$ cat src/fcs_pkg.sv
// Constants, codes and types of the flash command sequencer host.
package fcs_pkg;

  typedef enum logic [3:0]
  {
    FCS_OP_ARRAY_READ = 4'h0,
    FCS_OP_READ_CMD   = 4'h1,
    FCS_OP_PROGRAM    = 4'h2,
    FCS_OP_PROG_VFY   = 4'h3,
    FCS_OP_AUTO_PROG  = 4'h4,
    FCS_OP_ERASE      = 4'h5,
    FCS_OP_ERASE_VFY  = 4'h6,
    FCS_OP_AUTO_ERASE = 4'h7,
    FCS_OP_ABORT      = 4'h8,
    FCS_OP_READ_ID    = 4'h9,
    FCS_OP_COMMON_ID  = 4'hA
  } fcs_op_type;

  typedef enum logic [1:0]
  {
    FCS_RD_NONE   = 2'h0,
    FCS_RD_SINGLE = 2'h1,
    FCS_RD_POLL_D = 2'h2,
    FCS_RD_POLL_S = 2'h3
  } fcs_rd_type;

  typedef enum logic [8:0]
  {
    FCS_ST_IDLE  = 9'h001,
    FCS_ST_VPP   = 9'h002,
    FCS_ST_WSET  = 9'h004,
    FCS_ST_WPUL  = 9'h008,
    FCS_ST_WHLD  = 9'h010,
    FCS_ST_WAIT  = 9'h020,
    FCS_ST_RACC  = 9'h040,
    FCS_ST_RGAP  = 9'h080,
    FCS_ST_DONE  = 9'h100
  } fcs_state_type;

  localparam int ADDR_W = 17;
  localparam int DATA_W = 8;
  localparam int TMR_W  = 32;

  localparam logic [7:0] CMD_READ       = 8'h00;
  localparam logic [7:0] CMD_PROGRAM    = 8'h40;
  localparam logic [7:0] CMD_PROG_VFY   = 8'hC0;
  localparam logic [7:0] CMD_AUTO_PRG_A = 8'h10;
  localparam logic [7:0] CMD_AUTO_PRG_B = 8'h50;
  localparam logic [7:0] CMD_ERASE      = 8'h20;
  localparam logic [7:0] CMD_ERASE_VFY  = 8'hA0;
  localparam logic [7:0] CMD_AUTO_ERASE = 8'h30;
  localparam logic [7:0] CMD_RESET      = 8'hFF;
  localparam logic [7:0] CMD_ID         = 8'h80;
  localparam logic [7:0] CMD_COMMON_ID  = 8'h90;

  localparam logic [ADDR_W-1:0] ID_MAKER_ADDR = 17'h00000;
  localparam logic [ADDR_W-1:0] ID_PART_ADDR  = 17'h00001;
  localparam logic [DATA_W-1:0] ERASED_BYTE   = 8'hFF;
  localparam int TOP_BIT = DATA_W - 1;

  localparam int CLK_NS        = 10;
  localparam int T_CS_NS       = 20;
  localparam int T_WP_NS       = 60;
  localparam int T_WPH_NS      = 20;
  localparam int T_ACC_NS      = 100;
  localparam int T_OEH_NS      = 100;
  localparam int T_VSC_US      = 1;
  localparam int T_WRR_US      = 6;
  localparam int T_DP_US       = 10;
  localparam int T_DE_US       = 9500;
  localparam int T_DAP_MAX_US  = 400;
  localparam int T_DAE_MAX_MS  = 12500;
  localparam int SYNC_LAT      = 4;

  localparam int CS_CYC   = (T_CS_NS + CLK_NS - 1) / CLK_NS;
  localparam int WP_CYC   = (T_WP_NS + CLK_NS - 1) / CLK_NS;
  localparam int WPH_CYC  = (T_WPH_NS + CLK_NS - 1) / CLK_NS;
  localparam int RD_CYC   = (T_ACC_NS + CLK_NS - 1) / CLK_NS + SYNC_LAT;
  localparam int OEH_CYC  = (T_OEH_NS + CLK_NS - 1) / CLK_NS;
  localparam int VSC_CYC  = T_VSC_US * (1000 / CLK_NS);
  localparam int WRR_CYC  = T_WRR_US * (1000 / CLK_NS);
  localparam int DP_CYC   = T_DP_US * (1000 / CLK_NS);
  localparam int DE_CYC   = T_DE_US * (1000 / CLK_NS);
  localparam int DAP_CYC  = T_DAP_MAX_US * (1000 / CLK_NS);
  localparam int DAE_CYC  = T_DAE_MAX_MS * (1000000 / CLK_NS);

endpackage

$ cat src/fcs_host.sv
// Host sequencer that drives the flash command bus.
`timescale 1ns/10ps
`default_nettype none
module fcs_host #(
  parameter int DE_CYCLES  = fcs_pkg::DE_CYC,
  parameter int DAP_LIMIT  = fcs_pkg::DAP_CYC,
  parameter int DAE_LIMIT  = fcs_pkg::DAE_CYC,
  parameter logic [7:0] AUTO_PRG_CODE = fcs_pkg::CMD_AUTO_PRG_B
) (
  input  wire logic                        mclk_i,
  input  wire logic                        rst_n_i,
  input  wire logic                        cmd_valid_i,
  input  wire fcs_pkg::fcs_op_type         cmd_op_i,
  input  wire logic [fcs_pkg::ADDR_W-1:0]  cmd_addr_i,
  input  wire logic [fcs_pkg::DATA_W-1:0]  cmd_data_i,
  output var  logic                        busy_o,
  output var  logic                        done_o,
  output var  logic                        fail_o,
  output var  logic [fcs_pkg::DATA_W-1:0]  rdata_o,
  output var  logic [fcs_pkg::ADDR_W-1:0]  fl_addr_o,
  output var  logic [fcs_pkg::DATA_W-1:0]  fl_dq_o,
  output var  logic                        fl_dq_oe_o,
  input  wire logic [fcs_pkg::DATA_W-1:0]  fl_dq_i,
  output var  logic                        fl_ce_n_o,
  output var  logic                        fl_oe_n_o,
  output var  logic                        fl_we_n_o,
  output var  logic                        fl_vpp_o
);

  localparam int TW = fcs_pkg::TMR_W;
  localparam int DW = fcs_pkg::DATA_W;
  localparam int AW = fcs_pkg::ADDR_W;

  // ----------------------------------------------------------------
  // Reset release
  // ----------------------------------------------------------------
  logic [1:0] rst_pipe;
  logic [1:0] next_rst_pipe;
  logic       rst_n;

  assign rst_n = rst_pipe[1];

  always_comb
  begin
    next_rst_pipe = {rst_pipe[0], 1'b1};
  end

  always_ff @(posedge mclk_i or negedge rst_n_i)
  begin
    if (!rst_n_i)
    begin
      rst_pipe <= 2'h0;
    end
    else
    begin
      rst_pipe <= next_rst_pipe;
    end
  end

  // ----------------------------------------------------------------
  // Data input synchroniser and timers
  // ----------------------------------------------------------------
  logic [DW-1:0] dq_sync;
  logic          tmr_load;
  logic [TW-1:0] tmr_count;
  logic          tmr_exp;
  logic          poll_load;
  logic [TW-1:0] poll_count;
  logic          poll_exp;

  fcs_sync #(
    .WIDTH (DW)
  ) u_dq_sync (
    .mclk_i  (mclk_i),
    .rst_n_i (rst_n),
    .din_i   (fl_dq_i),
    .dout_o  (dq_sync)
  );

  fcs_timer #(
    .WIDTH (TW)
  ) u_step_tmr (
    .mclk_i    (mclk_i),
    .rst_n_i   (rst_n),
    .load_i    (tmr_load),
    .count_i   (tmr_count),
    .expired_o (tmr_exp)
  );

  fcs_timer #(
    .WIDTH (TW)
  ) u_poll_tmr (
    .mclk_i    (mclk_i),
    .rst_n_i   (rst_n),
    .load_i    (poll_load),
    .count_i   (poll_count),
    .expired_o (poll_exp)
  );

  // ----------------------------------------------------------------
  // Sequencer
  // ----------------------------------------------------------------
  fcs_pkg::fcs_state_type state;
  fcs_pkg::fcs_state_type next_state;
  fcs_pkg::fcs_rd_type    rkind;
  fcs_pkg::fcs_rd_type    next_rkind;
  logic [7:0]    cmd1;
  logic [7:0]    next_cmd1;
  logic [DW-1:0] wr2_data;
  logic [DW-1:0] next_wr2_data;
  logic          two_wr;
  logic          next_two_wr;
  logic          second;
  logic          next_second;
  logic          fail_flag;
  logic          next_fail_flag;
  logic [TW-1:0] post_wait;
  logic [TW-1:0] next_post_wait;
  logic [TW-1:0] poll_limit;
  logic [TW-1:0] next_poll_limit;
  logic          next_busy;
  logic          next_done;
  logic          next_fail;
  logic [DW-1:0] next_rdata;
  logic [AW-1:0] next_addr;
  logic [DW-1:0] next_dq;
  logic          next_dq_oe;
  logic          next_ce_n;
  logic          next_oe_n;
  logic          next_we_n;
  logic          next_vpp;
  logic          wr_state;

  always_comb
  begin
    next_state      = state;
    next_rkind      = rkind;
    next_cmd1       = cmd1;
    next_wr2_data   = wr2_data;
    next_two_wr     = two_wr;
    next_second     = second;
    next_fail_flag  = fail_flag;
    next_post_wait  = post_wait;
    next_poll_limit = poll_limit;
    next_busy       = busy_o;
    next_done       = 1'b0;
    next_fail       = 1'b0;
    next_rdata      = rdata_o;
    next_addr       = fl_addr_o;
    next_vpp        = fl_vpp_o;
    tmr_load        = 1'b0;
    tmr_count       = '0;
    poll_load       = 1'b0;
    poll_count      = '0;
    case (state)
      fcs_pkg::FCS_ST_IDLE:
      begin
        if (cmd_valid_i)
        begin
          next_busy       = 1'b1;
          next_second     = 1'b0;
          next_fail_flag  = 1'b0;
          next_addr       = cmd_addr_i;
          next_wr2_data   = cmd_data_i;
          next_two_wr     = 1'b0;
          next_rkind      = fcs_pkg::FCS_RD_NONE;
          // Reads after a write wait out the recovery time; the automatic polls wait OEH_CYC instead.
          // write recovery wait
          next_post_wait  = TW'(fcs_pkg::WRR_CYC - 1);
          next_poll_limit = '0;
          next_cmd1       = fcs_pkg::CMD_READ;
          case (cmd_op_i)
            fcs_pkg::FCS_OP_PROGRAM:
            begin
              next_cmd1      = fcs_pkg::CMD_PROGRAM;
              next_two_wr    = 1'b1;
              next_post_wait = TW'(fcs_pkg::DP_CYC - 1);
            end
            fcs_pkg::FCS_OP_PROG_VFY:
            begin
              next_cmd1  = fcs_pkg::CMD_PROG_VFY;
              next_rkind = fcs_pkg::FCS_RD_SINGLE;
            end
            fcs_pkg::FCS_OP_AUTO_PROG:
            begin
              next_cmd1       = AUTO_PRG_CODE;
              next_two_wr     = 1'b1;
              next_rkind      = fcs_pkg::FCS_RD_POLL_D;
              next_post_wait  = TW'(fcs_pkg::OEH_CYC - 1);
              next_poll_limit = TW'(DAP_LIMIT - 1);
            end
            fcs_pkg::FCS_OP_ERASE:
            begin
              next_cmd1      = fcs_pkg::CMD_ERASE;
              next_wr2_data  = fcs_pkg::CMD_ERASE;
              next_two_wr    = 1'b1;
              next_post_wait = TW'(DE_CYCLES - 1);
            end
            fcs_pkg::FCS_OP_ERASE_VFY:
            begin
              next_cmd1  = fcs_pkg::CMD_ERASE_VFY;
              next_rkind = fcs_pkg::FCS_RD_SINGLE;
            end
            fcs_pkg::FCS_OP_AUTO_ERASE:
            begin
              next_cmd1       = fcs_pkg::CMD_AUTO_ERASE;
              next_wr2_data   = fcs_pkg::CMD_AUTO_ERASE;
              next_two_wr     = 1'b1;
              next_rkind      = fcs_pkg::FCS_RD_POLL_S;
              next_post_wait  = TW'(fcs_pkg::OEH_CYC - 1);
              next_poll_limit = TW'(DAE_LIMIT - 1);
            end
            fcs_pkg::FCS_OP_ABORT:
            begin
              next_cmd1     = fcs_pkg::CMD_RESET;
              next_wr2_data = fcs_pkg::CMD_RESET;
              next_two_wr   = 1'b1;
            end
            fcs_pkg::FCS_OP_READ_ID,
            fcs_pkg::FCS_OP_COMMON_ID:
            begin
              next_cmd1  = fcs_pkg::CMD_ID;
              if (cmd_op_i == fcs_pkg::FCS_OP_COMMON_ID)
              begin
                next_cmd1 = fcs_pkg::CMD_COMMON_ID;
              end
              next_rkind = fcs_pkg::FCS_RD_SINGLE;
              next_addr  = cmd_addr_i[0] ? fcs_pkg::ID_PART_ADDR
                                         : fcs_pkg::ID_MAKER_ADDR;
            end
            default:
            begin
              next_cmd1 = fcs_pkg::CMD_READ;
            end
          endcase
          if (cmd_op_i == fcs_pkg::FCS_OP_ARRAY_READ)
          begin
            next_rkind = fcs_pkg::FCS_RD_SINGLE;
            tmr_load   = 1'b1;
            tmr_count  = TW'(fcs_pkg::RD_CYC - 1);
            next_state = fcs_pkg::FCS_ST_RACC;
          end
          else
          begin
            // Command writes need the programming voltage up first.
            // raise programming voltage
            next_vpp   = 1'b1;
            tmr_load   = 1'b1;
            tmr_count  = TW'(fcs_pkg::VSC_CYC - 1);
            next_state = fcs_pkg::FCS_ST_VPP;
          end
        end
      end
      fcs_pkg::FCS_ST_VPP:
      begin
        if (tmr_exp)
        begin
          tmr_load   = 1'b1;
          tmr_count  = TW'(fcs_pkg::CS_CYC - 1);
          next_state = fcs_pkg::FCS_ST_WSET;
        end
      end
      fcs_pkg::FCS_ST_WSET:
      begin
        if (tmr_exp)
        begin
          tmr_load   = 1'b1;
          tmr_count  = TW'(fcs_pkg::WP_CYC - 1);
          next_state = fcs_pkg::FCS_ST_WPUL;
        end
      end
      fcs_pkg::FCS_ST_WPUL:
      begin
        if (tmr_exp)
        begin
          tmr_load   = 1'b1;
          tmr_count  = TW'(fcs_pkg::WPH_CYC - 1);
          next_state = fcs_pkg::FCS_ST_WHLD;
        end
      end
      fcs_pkg::FCS_ST_WHLD:
      begin
        if (tmr_exp)
        begin
          tmr_load = 1'b1;
          if (two_wr && !second)
          begin
            next_second = 1'b1;
            tmr_count   = TW'(fcs_pkg::CS_CYC - 1);
            next_state  = fcs_pkg::FCS_ST_WSET;
          end
          else
          begin
            tmr_count  = post_wait;
            poll_load  = 1'b1;
            poll_count = poll_limit;
            next_state = fcs_pkg::FCS_ST_WAIT;
          end
        end
      end
      fcs_pkg::FCS_ST_WAIT:
      begin
        if (tmr_exp)
        begin
          if (rkind == fcs_pkg::FCS_RD_NONE)
          begin
            next_state = fcs_pkg::FCS_ST_DONE;
          end
          else
          begin
            tmr_load   = 1'b1;
            tmr_count  = TW'(fcs_pkg::RD_CYC - 1);
            next_state = fcs_pkg::FCS_ST_RACC;
          end
        end
      end
      fcs_pkg::FCS_ST_RACC:
      begin
        if (tmr_exp)
        begin
          next_rdata = dq_sync;
          next_state = fcs_pkg::FCS_ST_DONE;
          if ((rkind == fcs_pkg::FCS_RD_POLL_D && dq_sync != wr2_data) ||
              (rkind == fcs_pkg::FCS_RD_POLL_S &&
               !dq_sync[fcs_pkg::TOP_BIT]))
          begin
            if (poll_exp)
            begin
              next_fail_flag = 1'b1;
            end
            else
            begin
              tmr_load   = 1'b1;
              tmr_count  = TW'(fcs_pkg::OEH_CYC - 1);
              next_state = fcs_pkg::FCS_ST_RGAP;
            end
          end
        end
      end
      fcs_pkg::FCS_ST_RGAP:
      begin
        if (tmr_exp)
        begin
          tmr_load   = 1'b1;
          tmr_count  = TW'(fcs_pkg::RD_CYC - 1);
          next_state = fcs_pkg::FCS_ST_RACC;
        end
      end
      fcs_pkg::FCS_ST_DONE:
      begin
        next_done  = 1'b1;
        next_fail  = fail_flag;
        next_busy  = 1'b0;
        next_vpp   = 1'b0;
        next_state = fcs_pkg::FCS_ST_IDLE;
      end
      default:
      begin
        next_busy  = 1'b0;
        next_vpp   = 1'b0;
        next_state = fcs_pkg::FCS_ST_IDLE;
      end
    endcase
  end

  // ----------------------------------------------------------------
  // Pin drive
  // ----------------------------------------------------------------
  // Address is set before the strobe falls; data spans its rise.
  // address and data timing
  assign wr_state = (next_state == fcs_pkg::FCS_ST_WSET) ||
                    (next_state == fcs_pkg::FCS_ST_WPUL) ||
                    (next_state == fcs_pkg::FCS_ST_WHLD);

  always_comb
  begin
    next_dq_oe = wr_state;
    next_dq    = next_second ? next_wr2_data : next_cmd1;
    next_we_n  = (next_state != fcs_pkg::FCS_ST_WPUL);
    next_oe_n  = (next_state != fcs_pkg::FCS_ST_RACC);
    next_ce_n  = !(wr_state || next_state == fcs_pkg::FCS_ST_RACC);
  end

  always_ff @(posedge mclk_i or negedge rst_n)
  begin
    if (!rst_n)
    begin
      state      <= fcs_pkg::FCS_ST_IDLE;
      rkind      <= fcs_pkg::FCS_RD_NONE;
      cmd1       <= fcs_pkg::CMD_READ;
      wr2_data   <= '0;
      two_wr     <= 1'b0;
      second     <= 1'b0;
      fail_flag  <= 1'b0;
      post_wait  <= '0;
      poll_limit <= '0;
      busy_o     <= 1'b0;
      done_o     <= 1'b0;
      fail_o     <= 1'b0;
      rdata_o    <= '0;
      fl_addr_o  <= '0;
      fl_dq_o    <= '0;
      fl_dq_oe_o <= 1'b0;
      fl_ce_n_o  <= 1'b1;
      fl_oe_n_o  <= 1'b1;
      fl_we_n_o  <= 1'b1;
      fl_vpp_o   <= 1'b0;
    end
    else
    begin
      state      <= next_state;
      rkind      <= next_rkind;
      cmd1       <= next_cmd1;
      wr2_data   <= next_wr2_data;
      two_wr     <= next_two_wr;
      second     <= next_second;
      fail_flag  <= next_fail_flag;
      post_wait  <= next_post_wait;
      poll_limit <= next_poll_limit;
      busy_o     <= next_busy;
      done_o     <= next_done;
      fail_o     <= next_fail;
      rdata_o    <= next_rdata;
      fl_addr_o  <= next_addr;
      fl_dq_o    <= next_dq;
      fl_dq_oe_o <= next_dq_oe;
      fl_ce_n_o  <= next_ce_n;
      fl_oe_n_o  <= next_oe_n;
      fl_we_n_o  <= next_we_n;
      fl_vpp_o   <= next_vpp;
    end
  end

endmodule
`default_nettype wire

$ cat src/fcs_sync.sv
// Three-stage input synchroniser with agreement filter.
`timescale 1ns/10ps
`default_nettype none
module fcs_sync #(
  parameter int WIDTH = 8
) (
  input  wire logic             mclk_i,
  input  wire logic             rst_n_i,
  input  wire logic [WIDTH-1:0] din_i,
  output var  logic [WIDTH-1:0] dout_o
);

  logic [WIDTH-1:0] stage1;
  logic [WIDTH-1:0] stage2;
  logic [WIDTH-1:0] stage3;
  logic [WIDTH-1:0] next_dout;

  // The output follows once the second and third stages agree.
  always_comb
  begin
    next_dout = dout_o;
    if (stage2 == stage3)
    begin
      next_dout = stage3;
    end
  end

  always_ff @(posedge mclk_i or negedge rst_n_i)
  begin
    if (!rst_n_i)
    begin
      stage1 <= '0;
      stage2 <= '0;
      stage3 <= '0;
      dout_o <= '0;
    end
    else
    begin
      stage1 <= din_i;
      stage2 <= stage1;
      stage3 <= stage2;
      dout_o <= next_dout;
    end
  end

endmodule
`default_nettype wire

$ cat src/fcs_timer.sv
// Loadable down counter that flags expiry at zero.
`timescale 1ns/10ps
`default_nettype none
module fcs_timer #(
  parameter int WIDTH = 32
) (
  input  wire logic             mclk_i,
  input  wire logic             rst_n_i,
  input  wire logic             load_i,
  input  wire logic [WIDTH-1:0] count_i,
  output var  logic             expired_o
);

  logic [WIDTH-1:0] cnt;
  logic [WIDTH-1:0] next_cnt;

  assign expired_o = (cnt == '0);

  // A load wins over counting; the counter rests at zero.
  always_comb
  begin
    next_cnt = cnt;
    if (load_i)
    begin
      next_cnt = count_i;
    end
    else if (cnt != '0)
    begin
      next_cnt = cnt - 1'b1;
    end
  end

  always_ff @(posedge mclk_i or negedge rst_n_i)
  begin
    if (!rst_n_i)
    begin
      cnt <= '0;
    end
    else
    begin
      cnt <= next_cnt;
    end
  end

endmodule
`default_nettype wire

$ cat config.mk
export PLATFORM = sky130hd
export DESIGN_NAME = fcs_host
export DESIGN_NICKNAME = d
export VERILOG_FILES = /design/src/fcs_pkg.sv /design/src/fcs_host.sv /design/src/fcs_sync.sv /design/src/fcs_timer.sv
export SDC_FILE = /design/constraint.sdc
export NUM_CORES = 1
export LEC_CHECK = 0
export ABC_AREA = 1
export BUFFER_PORTS_ARGS = -buffer_cell sky130_fd_sc_hd__buf_2
export CAP_MARGIN = 5
export CORE_ASPECT_RATIO = 0.6
export CORE_MARGIN = 5
export CORE_UTILIZATION = 60
export CTS_CLUSTER_DIAMETER = 80
export CTS_CLUSTER_SIZE = 14
export DETAILED_ROUTE_END_ITERATION = 12
export PLACE_DENSITY = 0.88
export SYNTH_ARGS = -nofsm -noshare
export SYNTH_HDL_FRONTEND = slang
export SYNTH_SLANG_ARGS = --single-unit
$ cat constraint.sdc
create_clock -name mclk_i -period 6.2 [get_ports mclk_i]
set_input_delay 1.86 -clock mclk_i [delete_from_list [all_inputs] [get_ports mclk_i]]
set_output_delay 1.86 -clock mclk_i [all_outputs]
set_load 0.02 [all_outputs]
==> impl_metrics.tcl <==
set metrics [dict create \
    swShare_pct 41.0 \
    ctsRootBufferMaster "clkbuf_16" \
    crit_type "primary input to flip-flop" \
    startpoint_type "primary input" \
    p_int_uw 2480 \
    setup_slack_ns 2.46 \
    crit_chain "buf_2, nand2_2, buf_4, inv_2, a21oi_2, nand2_2, nor2_1, a21oi_2" \
    htree_levels 4 \
    avgSynthCellArea_um2 8.06 \
    io_buffers 80 \
    ys_types 47 \
    p_sw_uw 1720 \
    fin_cells 1440 \
    final-setup-viol-count 0 \
    maxCapViolCount 0 \
    insertion_delay_ns 0.44 \
    synth_edf_count 0 \
    synthTopCellsByCount "286 x nand2_1, 175 x dfrtp_1, 155 x nor2_1, 136 x inv_1, 64 x nand3_1" \
    postCtsSetupBuffers 0 \
    hold_class "flip-flop to async pin" \
    ir_drop_mv 0.236 \
    synth.largest_area_cell "dfrtp_1" \
    worstReg2RegEnd "u_step_tmr.cnt[14]$_DFFE_PN0P_" \
    yosys-top-cells-area "dfrtp_1 47%, nand2_1 12%, nor2_1 6.3%" \
    clk_pin_slew_ns 0.08 \
    cts_tree "built" \
    grt_pass1_wl_um 40100 \
    p_seq_share_pct 39.0 \
    viasPerCell 5.73 \
    yosysSeqAreaShare_pct 48.6 \
    synth.most_common_cell "nand2_1" \
    critPathArrivalTime_ns 4.05 \
    hold_viol 0 \
    drc 0 \
    die_width_um 170 \
    slew_viol_final 0 \
    synth_ff_type "dfrtp_1" \
    relSlewSlack_pct 32.5 \
    antenna_found_initial 0 \
    start_util_pct 60.7 \
    cts_resized 0 \
    critPathMaxStageDelay_ns 0.58 \
    r2r-start "u_step_tmr.cnt[0]$_DFFE_PN0P_" \
    yosysTopAreaCellShare_pct 47.5 \
    crit_required_ns 6.51 \
    hpwlAfterDp_um 17400 \
    cts.sink_count 179 \
    drtIter0Drc 990 \
    die_area_mm2 0.0180 \
    netlist_area_mm2 0.00923 \
    globalRouteTotalUtil_pct 27.9 \
    n_fill_cell 1123 \
    path_max_fanout 58 \
    routedWlPerCell_um 17.0 \
    rrSetupSlack_ns 2.83 \
    core_area_mm2 0.0152 \
    grt_pass1_vias 7928 \
    setup-tns-final_ns 0 \
    power_density_mw_per_mm2 405 \
    area_growth_pct 12.5 \
    min_period_ns 3.74 \
    vias 8257 \
    rsz0062_at_grt "false" \
    multi_input_area_mm2 0.00403 \
    r2r.worst_path.cells 12 \
    synthCells 1144 \
    pre_cts_slack_ns 2.08 \
    yosys_warnings 0 \
    seqCellArea_mm2 0.00449 \
    drt-total-wl_um 24400 \
    place_congestion 0.967 \
    fin_skew_ns 0.0143 \
    combPwrFrac_pct 33.7 \
    crit_slowest_cell "a21oi_2" \
    synth_nets 1186 \
    nets 1266 \
    outcome "finished, final reports clean" \
    clock.fmax_mhz 268 \
    final_layout_size_suffix_gt1_share_pct 15.0 \
    antennaDiodeCount 0 \
    crit_path_end_kind "flip-flop" \
    tightest_slew_ns 1.01 \
    async_flop_share_pct 100 \
    placed_cells 1408 \
    dr.pass1.iters 6 \
    pwr-share-clk_pct 27.3 \
    p_leak_uw 0.00552 \
    ant_nets 0 \
    cts_buffers 17 \
    globalRouteOverflowTotal 0 \
    grt_start_max_net_pins 78 \
    hold_buffers 0 \
    rows 35 \
    period_share_pct 60.3 \
    pin_count 81 \
    die_h_um 106 \
    clk_path_buf_depth 2 \
    ys_seq_elements 179 \
]
==> cell families (layout without fill, tap and decap cells) <==
kind of cell,after synthesis,in the layout,share of synthesized area (%)
compound gates,120,120,6.94
xor+xnor,58,58,5.51
fa+ha+maj,2,2,0.271
buf+inv,166,259,7.66
flops,179,179,48.6
mux,2,2,0.244
other cells,1,1,0.0406
simple gates,616,616,30.7
==> worst max path at each step <==
| stage | endpoint | cells after the start | from |
|---|---|---|---|
| CTS | u_step_tmr.cnt[9]$_DFFE_PN0P_ | 8 | cmd_valid_i |
| global route | u_step_tmr.cnt[27]$_DFFE_PN0P_ | 7 | cmd_valid_i |
| finish | u_step_tmr.cnt[9]$_DFFE_PN0P_ | 8 | cmd_valid_i |
| detailed placement | u_step_tmr.cnt[9]$_DFFE_PN0P_ | 8 | cmd_valid_i |
| floorplan | busy_o$_DFFE_PN0P_ | 0 | rst_pipe[1]$_DFF_PN0_ |
| global placement | u_step_tmr.cnt[9]$_DFFE_PN0P_ | 8 | cmd_valid_i |
==> metal layers <==
metal	vias to the layer above	global-route usage, %	part of all wire (%)
li1	3781	-	-
met3	62	6.84	12
met5	-	0	0
met1	3918	42.1	44
met4	0	6.95	2.1
met2	496	40.4	43
==> critical path, delay by kind of cell <==
family / cells / cell delay (ns)
compound gates: 2 / 0.63
buf+inv: 3 / 0.86
simple gates: 3 / 0.67
==> cell usage in the layout, fill, tap and decap left out, drive strengths merged, types with 6 or more instances in the layout <==
cell type and count:
nand3 77, xor2 48, a21oi 31, nand4 22, nand2 298, inv 149, nor3 25, clkbuf 17
nor4 6, dfrtp 175, o21ai 77, clkinv 9, xnor2 10, buf 83, nor2 175
==> area by class of cell <==
class,instances,area share (%)
clock buffers,17,4.10
well taps,203,2.45
clock inverters,15,2.00
multi-input cells,799,38.9
flip-flops and latches,179,43.3
inverters,144,5.25
repair buffers,83,4.08
==> sequential cells by signal, summed over array words and instances (netlist names), 2 cells and up <==
name,count
cmd1,8
fl_addr_o,17
fl_dq_o,8
poll_limit,3
post_wait,7
rdata_o,8
rkind,2
rst_pipe,2
state,9
u_dq_sync.dout_o,8
u_dq_sync.stage1,8
u_dq_sync.stage2,8
u_dq_sync.stage3,8
u_poll_tmr.cnt,32
u_step_tmr.cnt,32
wr2_data,8
==> through the flow <==
stage	power (uW)	instance area [um2]	hold WS, ns	util, %
6_report	4200	10400	0.330	68.3
5_1_grt	4440	10400	0.352	68.3
4_1_cts	4180	10400	0.348	68.3
3_5_place_dp	3020	9740	0.336	64.1
3_3_place_gp	2960	9740	0.332	64.1
2_1_floorplan	2650	9230	0.331	-
==> power by group through the flow <==
stage / Sequential, uW / Combinational [uW] / Clock [uW]
floorplan: 1720 / 930 / 0
global placement: 1640 / 1320 / 0
detailed placement: 1640 / 1370 / 0
CTS: 1640 / 1400 / 1150
global route: 1670 / 1570 / 1210
finish: 1640 / 1420 / 1150
Power figures use the tool's default switching activity.
